## config.mk

```make
export PLATFORM = sky130hd
export DESIGN_NAME = power_mode_clock_switch
export DESIGN_NICKNAME = d
export VERILOG_FILES = /design/src/rtl/pmc_pkg.sv /design/src/rtl/pmc_sync2.sv /design/src/rtl/pmc_timer.sv /design/src/rtl/power_mode_clock_switch.sv
export VERILOG_INCLUDE_DIRS = /design/src /design/src/rtl
export SDC_FILE = /design/constraint.sdc
export NUM_CORES = 1
export LEC_CHECK = 0
export BUFFER_PORTS_ARGS = -buffer_cell sky130_fd_sc_hd__buf_2
export CAP_MARGIN = 20
export CORE_UTILIZATION = 57
export CTS_BUF_LIST = sky130_fd_sc_hd__clkbuf_8
export DETAILED_ROUTE_END_ITERATION = 16
export PLACE_DENSITY = 0.88
export SYNTH_ARGS = -nofsm -noshare
export SYNTH_HDL_FRONTEND = slang
export SYNTH_SLANG_ARGS = --single-unit
```

## constraint.sdc

```tcl
create_clock -name CLK -period 6.1 [get_ports CLK]
set_input_delay 1.22 -clock CLK [delete_from_list [all_inputs] [get_ports CLK]]
set_output_delay 1.22 -clock CLK [all_outputs]
set_load 0.02 [all_outputs]
```

## src/rtl/pmc_map.svh

```systemverilog
`ifndef PMC_MAP_SVH
`define PMC_MAP_SVH

// register byte offsets on the APB
`define OSC_CTRL_OFFS 12'h000
`define T1_CTRL_OFFS 12'h004
`define MODE_STAT_OFFS 12'h008

// field positions
`define IDLE_SEL_BIT 7
`define PRI_FLAG_BIT 3
`define SCS_MSB 1
`define SCS_LSB 0
`define SEC_FLAG_BIT 6
`define SEC_EN_BIT 3
`define STAT_STATE_MSB 7
`define STAT_SRC_LSB 8
`define STAT_SRC_MSB 9

// reset values
`define SCS_RST 2'h2
`define IDLE_SEL_RST 1'h0
`define SEC_EN_RST 1'h0

// switch gap: outgoing cycles plus worst-case incoming cycles
`define SW_OLD_CYCLES 2
`define SW_NEW_CYCLES 4
`define SW_TOTAL_CYCLES (`SW_OLD_CYCLES + `SW_NEW_CYCLES)

// cpu_ready_delay, rounded up to whole clock cycles
`define CLK_PERIOD_NS 4
`define CPU_READY_DELAY_NS 200
`define CPU_READY_DELAY_CYC ((`CPU_READY_DELAY_NS + `CLK_PERIOD_NS - 1) / `CLK_PERIOD_NS)

`endif

```

## src/rtl/pmc_pkg.sv

```systemverilog
package pmc_pkg;

  // clock_source_select codes; 00 falls to the internal source
  typedef enum logic [1:0] {
    SRC_SEC = 2'h1,
    SRC_PRI = 2'h2,
    SRC_RC = 2'h3
  } src_t;

  typedef enum logic [7:0] {
    ST_BOOT = 8'h01,
    ST_RUN = 8'h02,
    ST_WAIT = 8'h04,
    ST_SWITCH = 8'h08,
    ST_IDLE = 8'h10,
    ST_SLEEP = 8'h20,
    ST_WAKE = 8'h40,
    ST_CPU_DLY = 8'h80
  } state_t;

  typedef struct packed {
    state_t state;
    src_t cur_src;
    src_t tgt_src;
    logic after_dly;
    logic idle_sel;
    logic [1:0] scs;
    logic sec_osc_enable;
    logic pri_flag;
    logic sec_flag;
    logic pri_osc;
    logic sec_osc;
    logic rc_osc;
    logic cpu_en;
    logic periph_en;
    logic pready;
    logic pslverr;
    logic [31:0] prdata;
  } pmc_state_t;

endpackage

```

## src/rtl/pmc_sync2.sv

```systemverilog
`timescale 1ns/100ps
module pmc_sync2 #(
  parameter int W = 3
) (
  input wire logic clk, // core clock
  input wire logic rst_n, // async reset, active low
  input wire logic [W-1:0] d, // asynchronous inputs
  output logic [W-1:0] q // synchronised levels
);

  typedef struct packed {
    logic [W-1:0] s1;
    logic [W-1:0] s2;
  } sync_t;

  sync_t r_r;
  sync_t r_nxt;

  // s1 feeds s2 only
  always_comb begin
    r_nxt = r_r;
    r_nxt.s1 = d;
    r_nxt.s2 = r_r.s1;
  end

  always_ff @(posedge clk or negedge rst_n) begin
    if (!rst_n) begin
      r_r <= '0;
    end else begin
      r_r <= r_nxt;
    end
  end

  assign q = r_r.s2;

endmodule

```

## src/rtl/pmc_timer.sv

```systemverilog
`timescale 1ns/100ps
module pmc_timer #(
  parameter int W = 8
) (
  input wire logic clk, // core clock
  input wire logic rst_n, // async reset, active low
  input wire logic load, // load pulse
  input wire logic [W-1:0] load_val, // cycles minus one
  output logic expired // count has reached zero
);

  typedef struct packed {
    logic [W-1:0] cnt;
  } tmr_t;

  tmr_t r_r;
  tmr_t r_nxt;

  always_comb begin
    r_nxt = r_r;
    if (load) begin
      r_nxt.cnt = load_val;
    end else if (r_r.cnt != '0) begin
      r_nxt.cnt = r_r.cnt - 1'b1;
    end
  end

  always_ff @(posedge clk or negedge rst_n) begin
    if (!rst_n) begin
      r_r <= '0;
    end else begin
      r_r <= r_nxt;
    end
  end

  assign expired = (r_r.cnt == '0);

endmodule

```

## src/rtl/power_mode_clock_switch.sv

```systemverilog
// Notes on behaviour
// - a source switch gaps clocks two outgoing plus four incoming cycles
// - primary flag bit 3 on primary, secondary flag bit 6 on Timer1 source
// - a sleep pulse in Run samples idle_select then to pick Idle or Sleep
// - every Run mode clocks both CPU and peripherals
// - after reset start in primary_run with primary flag, unless two-speed
// - select 01 moves to Timer1 source, stops primary, swaps flags
// - select 01 with secondary_osc_enable clear never enters secondary_run
// - Timer1 enabled but not running: clocks held until it starts
// - secondary to primary keeps Timer1 clock until primary ready, then swaps
// - select 11 moves to internal_rc_clock, stops primary, clears flag
// - internal to primary keeps RC clock until primary ready, then flag set
// - internal RC runs whenever watchdog or fail-safe monitor enabled
// - sleep with idle_select clear stops oscillator, clears all flags
// - Sleep needs no switch; RC kept for watchdog, Timer1 kept if enabled
// - wake from Sleep withholds clocks until source ready, or clocks peripherals from RC
// - only software writes change idle_select and clock_source_select
// - Idle gates CPU clock, peripherals keep selected source, flags unchanged
// - Idle exits on interrupt, watchdog or reset, after cpu_ready_delay
// - watchdog time-out in Idle or Sleep wakes into selected Run mode
// - primary_idle keeps primary running and its flag set
// - wake from primary_idle clocks CPU from primary after delay
// - idle_select at bit 7, clock_source_select at bits 1:0
//
// Design decisions made here: the register addresses and the APB slave port.
`timescale 1ns/100ps
`include "pmc_map.svh"
module power_mode_clock_switch
  import pmc_pkg::*;
#(
  parameter int TW = 8
) (
  input wire logic CLK, // core clock, 250 MHz
  input wire logic RST_N, // async reset, active low
  input wire logic PSEL, // apb select
  input wire logic PENABLE, // apb access phase
  input wire logic PWRITE, // apb direction
  input wire logic [11:0] PADDR, // apb byte address
  input wire logic [31:0] PWDATA, // apb write data
  output logic [31:0] PRDATA, // apb read data
  output logic PREADY, // apb ready
  output logic PSLVERR, // apb error, unmapped address
  input wire logic SLEEP_EXEC, // sleep instruction pulse
  input wire logic WAKE_IRQ, // enabled interrupt pending
  input wire logic WDT_TIMEOUT, // watchdog time-out
  input wire logic WDT_EN, // watchdog enabled
  input wire logic FSCM_EN, // fail-safe clock monitor enabled
  input wire logic TWO_SPEED_EN, // two-speed start-up enabled
  input wire logic PRI_OSC_READY, // primary oscillator ready, async pin
  input wire logic SEC_OSC_READY, // Timer1 oscillator running, async pin
  input wire logic RC_OSC_READY, // internal RC running, async pin
  output logic PRI_OSC_EN, // primary oscillator enable
  output logic SEC_OSC_EN, // Timer1 oscillator enable
  output logic RC_OSC_EN, // internal RC enable
  output logic [1:0] CLK_SEL, // device clock mux select
  output logic CPU_CLK_EN, // cpu clock gate
  output logic PERIPH_CLK_EN // peripheral clock gate
);

  localparam logic [TW-1:0] SW_LOAD = TW'(`SW_TOTAL_CYCLES - 1);
  localparam logic [TW-1:0] DLY_LOAD = TW'(`CPU_READY_DELAY_CYC - 1);

  localparam pmc_state_t RST_VAL = '{
    state: ST_BOOT,
    cur_src: SRC_PRI,
    tgt_src: SRC_PRI,
    after_dly: 1'b0,
    idle_sel: `IDLE_SEL_RST,
    scs: `SCS_RST,
    sec_osc_enable: `SEC_EN_RST,
    pri_flag: 1'b1,
    sec_flag: 1'b0,
    pri_osc: 1'b1,
    sec_osc: 1'b0,
    rc_osc: 1'b0,
    cpu_en: 1'b0,
    periph_en: 1'b0,
    pready: 1'b0,
    pslverr: 1'b0,
    prdata: 32'h0000_0000
  };

  pmc_state_t r_r;
  pmc_state_t r_nxt;

  logic [2:0] rdy_sync;
  logic tmr_load;
  logic [TW-1:0] tmr_val;
  logic tmr_exp;
  logic apb_acc;
  logic apb_wr;
  logic [31:0] rd_word;
  logic rd_err;
  src_t want_src;
  logic want_blocked;
  logic wake;
  logic fast_wake;
  logic held_state;

  pmc_sync2 #(.W(3)) u_sync (
    .clk(CLK),
    .rst_n(RST_N),
    .d({RC_OSC_READY, SEC_OSC_READY, PRI_OSC_READY}),
    .q(rdy_sync)
  );

  pmc_timer #(.W(TW)) u_timer (
    .clk(CLK),
    .rst_n(RST_N),
    .load(tmr_load),
    .load_val(tmr_val),
    .expired(tmr_exp)
  );

  function automatic src_t src_of(input logic [1:0] code);
    src_t s;
    s = SRC_RC;
    if (code == 2'h1) begin
      s = SRC_SEC;
    end else if (code == 2'h2) begin
      s = SRC_PRI;
    end
    return s;
  endfunction

  function automatic logic ready_of(input src_t s, input logic [2:0] rdy);
    logic v;
    v = rdy[2];
    if (s == SRC_PRI) begin
      v = rdy[0];
    end else if (s == SRC_SEC) begin
      v = rdy[1];
    end
    return v;
  endfunction

  assign apb_acc = PSEL & PENABLE;
  assign apb_wr = apb_acc & r_r.pready & PWRITE;
  assign wake = WAKE_IRQ | WDT_TIMEOUT;
  assign fast_wake = TWO_SPEED_EN | FSCM_EN;
  assign want_src = src_of(r_r.scs);
  assign want_blocked = (want_src == SRC_SEC) && !r_r.sec_osc_enable;

  // register read mux
  always_comb begin
    rd_word = 32'h0000_0000;
    rd_err = 1'b0;
    if (PADDR == `OSC_CTRL_OFFS) begin
      rd_word[`IDLE_SEL_BIT] = r_r.idle_sel;
      rd_word[`PRI_FLAG_BIT] = r_r.pri_flag;
      rd_word[`SCS_MSB:`SCS_LSB] = r_r.scs;
    end else if (PADDR == `T1_CTRL_OFFS) begin
      rd_word[`SEC_FLAG_BIT] = r_r.sec_flag;
      rd_word[`SEC_EN_BIT] = r_r.sec_osc_enable;
    end else if (PADDR == `MODE_STAT_OFFS) begin
      rd_word[`STAT_STATE_MSB:0] = r_r.state;
      rd_word[`STAT_SRC_MSB:`STAT_SRC_LSB] = r_r.cur_src;
    end else begin
      rd_err = 1'b1;
    end
  end

  always_comb begin
    r_nxt = r_r;
    tmr_load = 1'b0;
    tmr_val = SW_LOAD;
    // one wait state: pready rises in the second access cycle
    r_nxt.pready = apb_acc & ~r_r.pready;
    if (apb_acc && !r_r.pready) begin
      r_nxt.prdata = PWRITE ? 32'h0000_0000 : rd_word;
      r_nxt.pslverr = rd_err;
    end
    // only these writes touch the mode bits
    if (apb_wr && PADDR == `OSC_CTRL_OFFS) begin
      r_nxt.idle_sel = PWDATA[`IDLE_SEL_BIT];
      r_nxt.scs = PWDATA[`SCS_MSB:`SCS_LSB];
    end else if (apb_wr && PADDR == `T1_CTRL_OFFS) begin
      r_nxt.sec_osc_enable = PWDATA[`SEC_EN_BIT];
    end

    case (r_r.state)
      ST_BOOT: begin
        if (TWO_SPEED_EN) begin
          r_nxt.cur_src = SRC_RC;
          r_nxt.tgt_src = SRC_PRI;
          r_nxt.state = ST_WAIT;
        end else begin
          r_nxt.cur_src = SRC_PRI;
          r_nxt.state = ST_RUN;
        end
      end
      ST_RUN: begin
        if (SLEEP_EXEC) begin
          if (!r_r.idle_sel) begin
            r_nxt.state = ST_SLEEP;
          end else if (!want_blocked) begin
            r_nxt.state = ST_IDLE;
          end
        end else if (!want_blocked && want_src != r_r.cur_src) begin
          r_nxt.tgt_src = want_src;
          r_nxt.state = ST_WAIT;
        end
      end
      ST_WAIT: begin
        // old source stays selected until the new one is up; clocks are gated while a Timer1 target is not yet running
        if (ready_of(r_r.tgt_src, rdy_sync)) begin
          r_nxt.state = ST_SWITCH;
          tmr_load = 1'b1;
        end
      end
      ST_SWITCH: begin
        if (tmr_exp) begin
          r_nxt.cur_src = r_r.tgt_src;
          r_nxt.after_dly = 1'b0;
          if (r_r.after_dly) begin
            r_nxt.state = ST_CPU_DLY;
            tmr_load = 1'b1;
            tmr_val = DLY_LOAD;
          end else begin
            r_nxt.state = ST_RUN;
          end
        end
      end
      ST_IDLE: begin
        if (wake) begin
          r_nxt.state = ST_CPU_DLY;
          tmr_load = 1'b1;
          tmr_val = DLY_LOAD;
        end
      end
      ST_SLEEP: begin
        if (wake) begin
          r_nxt.tgt_src = want_blocked ? SRC_RC : want_src;
          r_nxt.state = ST_WAKE;
          if (fast_wake) begin
            r_nxt.cur_src = SRC_RC;
          end
        end
      end
      ST_WAKE: begin
        if (ready_of(r_r.tgt_src, rdy_sync)) begin
          tmr_load = 1'b1;
          if (fast_wake && r_r.cur_src != r_r.tgt_src) begin
            r_nxt.after_dly = 1'b1;
            r_nxt.state = ST_SWITCH;
          end else begin
            r_nxt.cur_src = r_r.tgt_src;
            r_nxt.state = ST_CPU_DLY;
            tmr_val = DLY_LOAD;
          end
        end
      end
      ST_CPU_DLY: begin
        if (tmr_exp) begin
          r_nxt.state = ST_RUN;
        end
      end
      default: begin
        r_nxt.state = ST_BOOT;
      end
    endcase

    // outputs follow the next state so they line up with it
    held_state = (r_nxt.state == ST_WAIT) || (r_nxt.state == ST_SWITCH)
                 || (r_nxt.state == ST_WAKE);
    r_nxt.cpu_en = (r_nxt.state == ST_RUN)
                   || (r_nxt.state == ST_WAIT
                       && (r_nxt.tgt_src != SRC_SEC || rdy_sync[1]));
    r_nxt.periph_en = r_nxt.cpu_en || (r_nxt.state == ST_IDLE)
                      || (r_nxt.state == ST_CPU_DLY)
                      || (r_nxt.state == ST_WAKE && fast_wake);
    // flags track the source in use; cleared while asleep or waking
    r_nxt.pri_flag = (r_nxt.cur_src == SRC_PRI) && (r_nxt.state != ST_SLEEP)
                     && (r_nxt.state != ST_WAKE);
    r_nxt.sec_flag = (r_nxt.cur_src == SRC_SEC) && (r_nxt.state != ST_SLEEP)
                     && (r_nxt.state != ST_WAKE);
    r_nxt.pri_osc = (r_nxt.state != ST_SLEEP) && ((r_nxt.cur_src == SRC_PRI)
                    || (held_state && r_nxt.tgt_src == SRC_PRI));
    // Timer1 stays under software control, also across switches and Sleep
    r_nxt.sec_osc = r_nxt.sec_osc_enable;
    r_nxt.rc_osc = WDT_EN || FSCM_EN
                   || (r_nxt.state != ST_SLEEP && r_nxt.cur_src == SRC_RC)
                   || (held_state && r_nxt.tgt_src == SRC_RC)
                   || (r_nxt.state == ST_WAKE && fast_wake);
  end

  always_ff @(posedge CLK or negedge RST_N) begin
    if (!RST_N) begin
      r_r <= RST_VAL;
    end else begin
      r_r <= r_nxt;
    end
  end

  assign PRDATA = r_r.prdata;
  assign PREADY = r_r.pready;
  assign PSLVERR = r_r.pslverr;
  assign PRI_OSC_EN = r_r.pri_osc;
  assign SEC_OSC_EN = r_r.sec_osc;
  assign RC_OSC_EN = r_r.rc_osc;
  assign CLK_SEL = r_r.cur_src;
  assign CPU_CLK_EN = r_r.cpu_en;
  assign PERIPH_CLK_EN = r_r.periph_en;
endmodule

```

==> results.cfg, run 1 <==
[min_path]
worst_hold_path_type = flop to flop

[die]
dieWidth_um = 74.77
effective_utilization_at_floorplan = 0.5909
pin_count = 99
floorplan_row_count = 26
die_h_um = 74.77
core_area_um2 = 5107
die-area_um2 = 5590

[cells_and_area]
nFillCells = 455
share_of_the_core_filled_with_cells_in_the_final_layout = 0.6409
final_nets = 425
syn2layout_area_growth_pct = 8.458
layout-drive-gt1-share = 0.2207
final_cells = 437
antenna_cells_inserted = 0
postLayoutCellArea_um2 = 3273

[synthesis]
synth_area_leaders = sky130_fd_sc_hd__dfrtp_1 36%, sky130_fd_sc_hd__buf_4 8.5%, sky130_fd_sc_hd__dfstp_2 5.2%, sky130_fd_sc_hd__nor2_1 4.0%, sky130_fd_sc_hd__o21ai_0 3.0%
synthDistinctLibCells = 60
post-synth-top-count-cell = sky130_fd_sc_hd__dfrtp_1
postSynth.asyncResetShare = 1.000
syn-instance-count = 337
ys.flop_type = sky130_fd_sc_hd__dfrtp_1
post-synth-top-area-fraction = 0.3566
yosys-top-cells-count = 43 x sky130_fd_sc_hd__dfrtp_1, 34 x sky130_fd_sc_hd__buf_4, 32 x sky130_fd_sc_hd__nor2_1
synth-seq-cells = 49
syn_area_um2 = 3018
synth_edf_count = 0
yosys.area.top_type = sky130_fd_sc_hd__dfrtp_1
synth.yosys.seq_area_share = 0.4088
synth_warnings = 0
synth_area_per_cell_um2 = 8.955

[cts]
post_cts.resized_instances = 0
number_of_buffers_added_by_the_clock_tree_synthesis_step = 5
cts_max_level = 2
clock_sinks = 49
cts_tree = yes
cts_max_path_buffers = 2
clkSlewWorstSetupHoldPaths_ps = 90
cts_setup_buffers = 0
cts_hold_repair.buffers = 0
clock_tree.root_cell = sky130_fd_sc_hd__clkbuf_8
clock_latency_ps = 300

[drt]
total_wirelength_of_the_detailed_routed_design_um = 7027
ant_nets = 0
detail_route.vias_per_cell = 5.938
detailroute.via_count = 2595
number_of_drc_markers_after_the_initial_detailed_route_iteration = 216
drc = 0
average_wire_per_cell_in_the_routed_design_um = 16.08
firstDrtPassIters = 8

[placement]
placed_cells = 428
dp_hpwl_um = 5027
dpl-instance-area_um2 = 3115
dp_worst_setup_slack_ps = 2833
port_buffers = 48
gpl.final_weighted_congestion = 0.8914

[timing]
hold_ws_ps = 354.2
drv_slew = 0
finalHoldViolations = 0
final.setup.worst_slack_ps = 3098
final.period_utilization = 0.4922
setup-violations-final = 0
rsz0062_at_grt = no
final.min_clock_period_ps = 3002
timing.fmax_mhz = 333.1
totalNegativeSetupSlack_ps = 0
timing.max_slew.rel_slack = 0.5659
skew_ps = 7.962
worstMarginPinSlew_ps = 645.2

[power]
pwr-share-clk = 0.217
comb_power_share = 0.384
internal-power_mw = 0.7636
power_switching_share = 0.3974
p_leak_nw = 1.519
vdd_ir_drop_max_mv = 0.3063
pwr-share-seq = 0.399
power.total_mw = 1.267
power_per_cell_area_nw_per_um2 = 387.1
power_switching_mw = 0.5035

[setup_path]
cp_slowest_stage_delay_ps = 560
worst_path_dominant_cell_family = simple AND/OR/NAND/NOR gates
rr_worst_depth = 7
timing.critical_path.from = r_r[52]$_DFF_PN0_
critical_path.endpoint_type = flop
r2r-start = r_r[52]$_DFF_PN0_
crit_path_slowest_cell = sky130_fd_sc_hd__dfrtp_1
crit_chain = nor2_1 -> nand4_1 -> o31ai_1 -> nand2b_1 -> and2_1 -> o31a_1 -> or4b_1
crit-reg2reg-capture = PERIPH_CLK_EN$_DFF_PN0_
crit_arrival_ps = 3180
reg_to_reg_slack_setup_ps = 3100
path_max_fanout = 13
critical_path_cell_count = 7
cp-start-kind = flop
cp_data_required_time_ps = 6280
capturing_element_of_the_worst_setup_path = PERIPH_CLK_EN$_DFF_PN0_
worst_path_bufs_invs = 0
setup.worst_path.class = flop to flop

[global_route]
grtUsageTotal = 0.2669
initial_antenna_violation_count = 0
first_global_vias = 2422
grt_pass1_wl_um = 11220
globalRouteOverflowTotal = 0
maximum_number_of_pins_on_one_net_before_global_route_repair = 50

[status]
status = complete, no violations

[job]
maxCapViolCount = 0
## state kept, by name, summed over array words and instances, names as in the netlist, 2 cells and up
register / cells
CLK_SEL: 2
PRDATA: 10
r_r: 16
u_sync.q: 3
u_sync.r_nxt: 3
u_timer.r_r: 8
## cell type report
cell class,instances,area [um2],share of cell area
Inverter,9,33.78,0.01032
Clock inverter,3,68.82,0.02102
Timing Repair Buffer,49,260.3,0.07951
Tap cell,70,87.58,0.02676
Sequential cell,49,1234,0.3769
Multi-Input combinational cell,252,1520,0.4645
Clock buffer,5,68.82,0.02102
## per-layer routing
metal	track usage	share of wire
met5	0	0
met4	0.1069	0.025
met3	0.04685	0.073
met2	0.4444	0.49
met1	0.3469	0.41
## kinds of logic (layout without fill, tap and decap cells)
group                    Yosys count  after routing  share of synthesized area
adder cells (fa/ha/maj)            1              1                   0.004145
AO/OA/AOI/OAI                     70             70                     0.1571
other                              1             22                   0.001243
AND/OR/NAND/NOR                  140            140                     0.2529
XOR/XNOR                           7              7                    0.02032
multiplexers                      12             12                    0.04187
flip-flops                        49             49                     0.4088
buffers and inverters             57             66                     0.1136
## cell usage in the layout, fill, tap and decap left out, types with 2 or more instances in the layout
cell type	instances
sky130_fd_sc_hd__a2111o_1	2
sky130_fd_sc_hd__a211oi_1	4
sky130_fd_sc_hd__a21oi_1	13
sky130_fd_sc_hd__a22o_1	5
sky130_fd_sc_hd__and3_1	4
sky130_fd_sc_hd__buf_2	48
sky130_fd_sc_hd__bufinv_16	2
sky130_fd_sc_hd__clkbuf_8	5
sky130_fd_sc_hd__conb_1	22
sky130_fd_sc_hd__dfrtp_1	43
sky130_fd_sc_hd__dfstp_2	6
sky130_fd_sc_hd__inv_1	9
sky130_fd_sc_hd__mux2_2	5
sky130_fd_sc_hd__mux2i_1	7
sky130_fd_sc_hd__nand2_1	19
sky130_fd_sc_hd__nand2b_1	7
sky130_fd_sc_hd__nand3_1	12
sky130_fd_sc_hd__nand3b_1	2
sky130_fd_sc_hd__nand4_1	8
sky130_fd_sc_hd__nor2_1	32
sky130_fd_sc_hd__nor2b_1	11
sky130_fd_sc_hd__nor3_1	11
sky130_fd_sc_hd__nor3b_1	2
sky130_fd_sc_hd__nor4_1	9
sky130_fd_sc_hd__o211ai_1	2
sky130_fd_sc_hd__o21a_1	2
sky130_fd_sc_hd__o21ai_0	18
sky130_fd_sc_hd__o21ai_1	3
sky130_fd_sc_hd__o22ai_1	2
sky130_fd_sc_hd__o31ai_1	6
sky130_fd_sc_hd__or2_1	3
sky130_fd_sc_hd__or2_2	5
sky130_fd_sc_hd__or3_1	2
sky130_fd_sc_hd__or3b_1	2
sky130_fd_sc_hd__or4_1	2
sky130_fd_sc_hd__or4b_2	2
sky130_fd_sc_hd__xnor2_1	2
sky130_fd_sc_hd__xor2_1	5
## power by group through the flow
| stage | combinational [mW] | sequential, mW | clock (mW) |
|---|---|---|---|
| after global routing | 0.534 | 0.513 | 0.291 |
| after floorplan | 0.397 | 0.469 | 0 |
| final | 0.486 | 0.505 | 0.276 |
| after CTS | 0.478 | 0.499 | 0.282 |
| after global placement | 0.457 | 0.502 | 0 |
| after detailed placement | 0.474 | 0.505 | 0 |
## worst min path at each step
stage                                   start                     to  slack, ps  cells past startpoint
detailed placement  u_sync.r_nxt[0]$_DFF_PN0_  u_sync.q[0]$_DFF_PN0_        330                      0
finish              u_sync.r_nxt[0]$_DFF_PN0_  u_sync.q[0]$_DFF_PN0_        350                      0
CTS                 u_sync.r_nxt[0]$_DFF_PN0_  u_sync.q[0]$_DFF_PN0_        360                      0
global placement    u_sync.r_nxt[1]$_DFF_PN0_  u_sync.q[1]$_DFF_PN0_        330                      0
floorplan           u_sync.r_nxt[0]$_DFF_PN0_  u_sync.q[0]$_DFF_PN0_        330                      0
global route        u_sync.r_nxt[0]$_DFF_PN0_  u_sync.q[0]$_DFF_PN0_        370                      0
Power figures use the tool's default switching activity.
==> inputs of run 2 (changes only) <==
--- a/config.mk
+++ b/config.mk
@@ -6,12 +6,13 @@
 export SDC_FILE = /design/constraint.sdc
 export NUM_CORES = 1
 export LEC_CHECK = 0
+export ABC_AREA = 1
 export BUFFER_PORTS_ARGS = -buffer_cell sky130_fd_sc_hd__buf_2
 export CAP_MARGIN = 20
-export CORE_UTILIZATION = 57
+export CORE_UTILIZATION = 47
 export CTS_BUF_LIST = sky130_fd_sc_hd__clkbuf_8
 export DETAILED_ROUTE_END_ITERATION = 16
-export PLACE_DENSITY = 0.88
+export PLACE_DENSITY = 0.78
 export SYNTH_ARGS = -nofsm -noshare
 export SYNTH_HDL_FRONTEND = slang
 export SYNTH_SLANG_ARGS = --single-unit
==> constraint.sdc (replaced) <==
create_clock -name CLK -period 2.4 [get_ports CLK]
set_input_delay 0.48 -clock CLK [delete_from_list [all_inputs] [get_ports CLK]]
set_output_delay 0.48 -clock CLK [all_outputs]
set_load 0.02 [all_outputs]
==> results.cfg, run 2 <==
[synthesis]
synth.yosys.seq_area_share = 0.4113
ys.flop_type = sky130_fd_sc_hd__dfrtp_1
post-synth-top-count-cell = sky130_fd_sc_hd__nand2_1
synthDistinctLibCells = 37
synth-seq-cells = 49
post-synth-top-area-fraction = 0.3588
synth_warnings = 0
yosys.area.top_type = sky130_fd_sc_hd__dfrtp_1
synth_area_leaders = sky130_fd_sc_hd__dfrtp_1 36%, sky130_fd_sc_hd__nand2_1 9.3%, sky130_fd_sc_hd__buf_4 8.5%, sky130_fd_sc_hd__nand3_1 6.3%, sky130_fd_sc_hd__inv_1 5.5%
syn-instance-count = 378
syn_area_um2 = 2999
synth_edf_count = 0
postSynth.asyncResetShare = 1.000
synth_area_per_cell_um2 = 7.934
yosys-top-cells-count = 74 x sky130_fd_sc_hd__nand2_1, 44 x sky130_fd_sc_hd__inv_1, 43 x sky130_fd_sc_hd__dfrtp_1

[global_route]
globalRouteOverflowTotal = 0
grt_pass1_wl_um = 10900
grtUsageTotal = 0.2155
first_global_vias = 2384
initial_antenna_violation_count = 0
maximum_number_of_pins_on_one_net_before_global_route_repair = 38

[die]
effective_utilization_at_floorplan = 0.4977
die-area_um2 = 6704
core_area_um2 = 6026
dieWidth_um = 81.88
pin_count = 99
floorplan_row_count = 28
die_h_um = 81.88

[cts]
cts_max_level = 2
post_cts.resized_instances = 0
cts_max_path_buffers = 2
cts_tree = yes
clock_tree.root_cell = sky130_fd_sc_hd__clkbuf_8
number_of_buffers_added_by_the_clock_tree_synthesis_step = 5
clock_latency_ps = 300
clock_sinks = 49
cts_setup_buffers = 0
cts_hold_repair.buffers = 0
clkSlewWorstSetupHoldPaths_ps = 90

[timing]
rsz0062_at_grt = no
setup-violations-final = 0
final.period_utilization = 0.8243
timing.fmax_mhz = 505.5
skew_ps = 10.97
finalHoldViolations = 0
timing.max_slew.rel_slack = 0.4775
hold_ws_ps = 252.6
final.min_clock_period_ps = 1978
worstMarginPinSlew_ps = 783.7
totalNegativeSetupSlack_ps = 0
drv_slew = 0

[power]
p_leak_nw = 1.787
power_per_cell_area_nw_per_um2 = 946.3
vdd_ir_drop_max_mv = 0.6214

[cells_and_area]
share_of_the_core_filled_with_cells_in_the_final_layout = 0.5407
syn2layout_area_growth_pct = 8.636
final_cells = 497
max_flop_register = r_r
postLayoutCellArea_um2 = 3258
mostFrequentLayoutCell = sky130_fd_sc_hd__nand2_1
antenna_cells_inserted = 0
final_nets = 480
mostFrequentLayoutCells = 74 x sky130_fd_sc_hd__nand2_1, 48 x sky130_fd_sc_hd__buf_2, 46 x sky130_fd_sc_hd__inv_1
layout-drive-gt1-share = 0.2464
largest_reg_flops = 16

[job]
maxCapViolCount = 0

[placement]
placed_cells = 489
port_buffers = 48
gpl.final_weighted_congestion = 0.9226
dpl-instance-area_um2 = 3168
dp_hpwl_um = 5070

[drt]
detail_route.vias_per_cell = 5.028
ant_nets = 0
number_of_drc_markers_after_the_initial_detailed_route_iteration = 183
drc = 0
average_wire_per_cell_in_the_routed_design_um = 12.59
firstDrtPassIters = 4
total_wirelength_of_the_detailed_routed_design_um = 6257
detailroute.via_count = 2499

[min_path]
worst_hold_path_type = input port to asynchronous set/reset pin

[setup_path]
crit_arrival_ps = 2170
cp-start-kind = flop
cp_data_required_time_ps = 2590
r2r-start = u_timer.r_r[0]$_DFFE_PN0P_
reg_to_reg_slack_setup_ps = 420
crit-reg2reg-capture = PERIPH_CLK_EN$_DFF_PN0_
setup.worst_path.class = flop to flop
path_max_fanout = 7
rr_worst_depth = 11
critical_path.endpoint_type = flop

[status]
status = complete, no violations
run 2: final cells by class:
type                            instances  area (um2)
Clock buffer                            6       82.58
Sequential cell                        49        1234
Inverter                               53       198.9
Timing Repair Buffer                   50       255.2
Multi-Input combinational cell        262        1386
Fill cell                             580        2768
Tap cell                               75       93.84
Clock inverter                          2       7.507
run 2: cell families (layout without fill, tap and decap cells):
kind of cell	after synthesis	in the layout	synth area share
other	1	22	0.001250
buffers and inverters	88	111	0.1527
adder cells (fa/ha/maj)	1	1	0.004171
AND/OR/NAND/NOR	188	188	0.3167
flip-flops	49	49	0.4113
multiplexers	1	1	0.003754
XOR/XNOR	5	5	0.01460
AO/OA/AOI/OAI	45	45	0.09554
run 2: critical path: stages, from the launching register on:
cell and delay, ps:
sky130_fd_sc_hd__dfrtp_1 390, sky130_fd_sc_hd__inv_1 90, sky130_fd_sc_hd__ha_1 190, sky130_fd_sc_hd__nand3_1 130, sky130_fd_sc_hd__nor2_2 150, sky130_fd_sc_hd__nand2_2 150, sky130_fd_sc_hd__nand2_1 170, sky130_fd_sc_hd__o21ai_0 130
sky130_fd_sc_hd__o22ai_1 150, sky130_fd_sc_hd__nand3_1 120, sky130_fd_sc_hd__inv_1 90, sky130_fd_sc_hd__nand3_1 80
run 2: worst max-delay path by stage:
| stage | from | endpoint | cells after the start |
|---|---|---|---|
| final | u_timer.r_r[0]$_DFFE_PN0P_ | PERIPH_CLK_EN$_DFF_PN0_ | 11 |
| after global routing | u_timer.r_r[0]$_DFFE_PN0P_ | RC_OSC_EN$_DFF_PN0_ | 11 |
| after CTS | u_timer.r_r[0]$_DFFE_PN0P_ | RC_OSC_EN$_DFF_PN0_ | 11 |
| after detailed placement | PSEL | PRDATA[2]$_DFFE_PN0P_ | 8 |
| after global placement | PSEL | PRDATA[8]$_DFFE_PN0P_ | 8 |
| after floorplan | u_timer.r_r[0]$_DFFE_PN0P_ | RC_OSC_EN$_DFF_PN0_ | 11 |
run 2: through the flow:
step / worst slack [ps] / total power [mW]
CTS: 464.2 / 3.094
floorplan: 749.5 / 2.325
detailed placement: 408.4 / 2.613
global route: 204.7 / 3.350
global placement: 452.9 / 2.566
finish: 421.6 / 3.083
run 2: per-layer routing:
metal / vias to the layer above / wire (um) / global-route usage
met5: - / 0 / 0
met4: 0 / 66 / 0.05614
met3: 7 / 325 / 0.03778
met2: 83 / 3011 / 0.3603
met1: 1159 / 2854 / 0.2879
li1: 1250 / - / -
run 2: power by group:
part | leakage, nW | switching, mW | internal (mW)
Sequential | 0.606 | 0.173 | 1.04
Combinational | 1.13 | 0.911 | 0.479
Clock | 0.0538 | 0.250 | 0.227
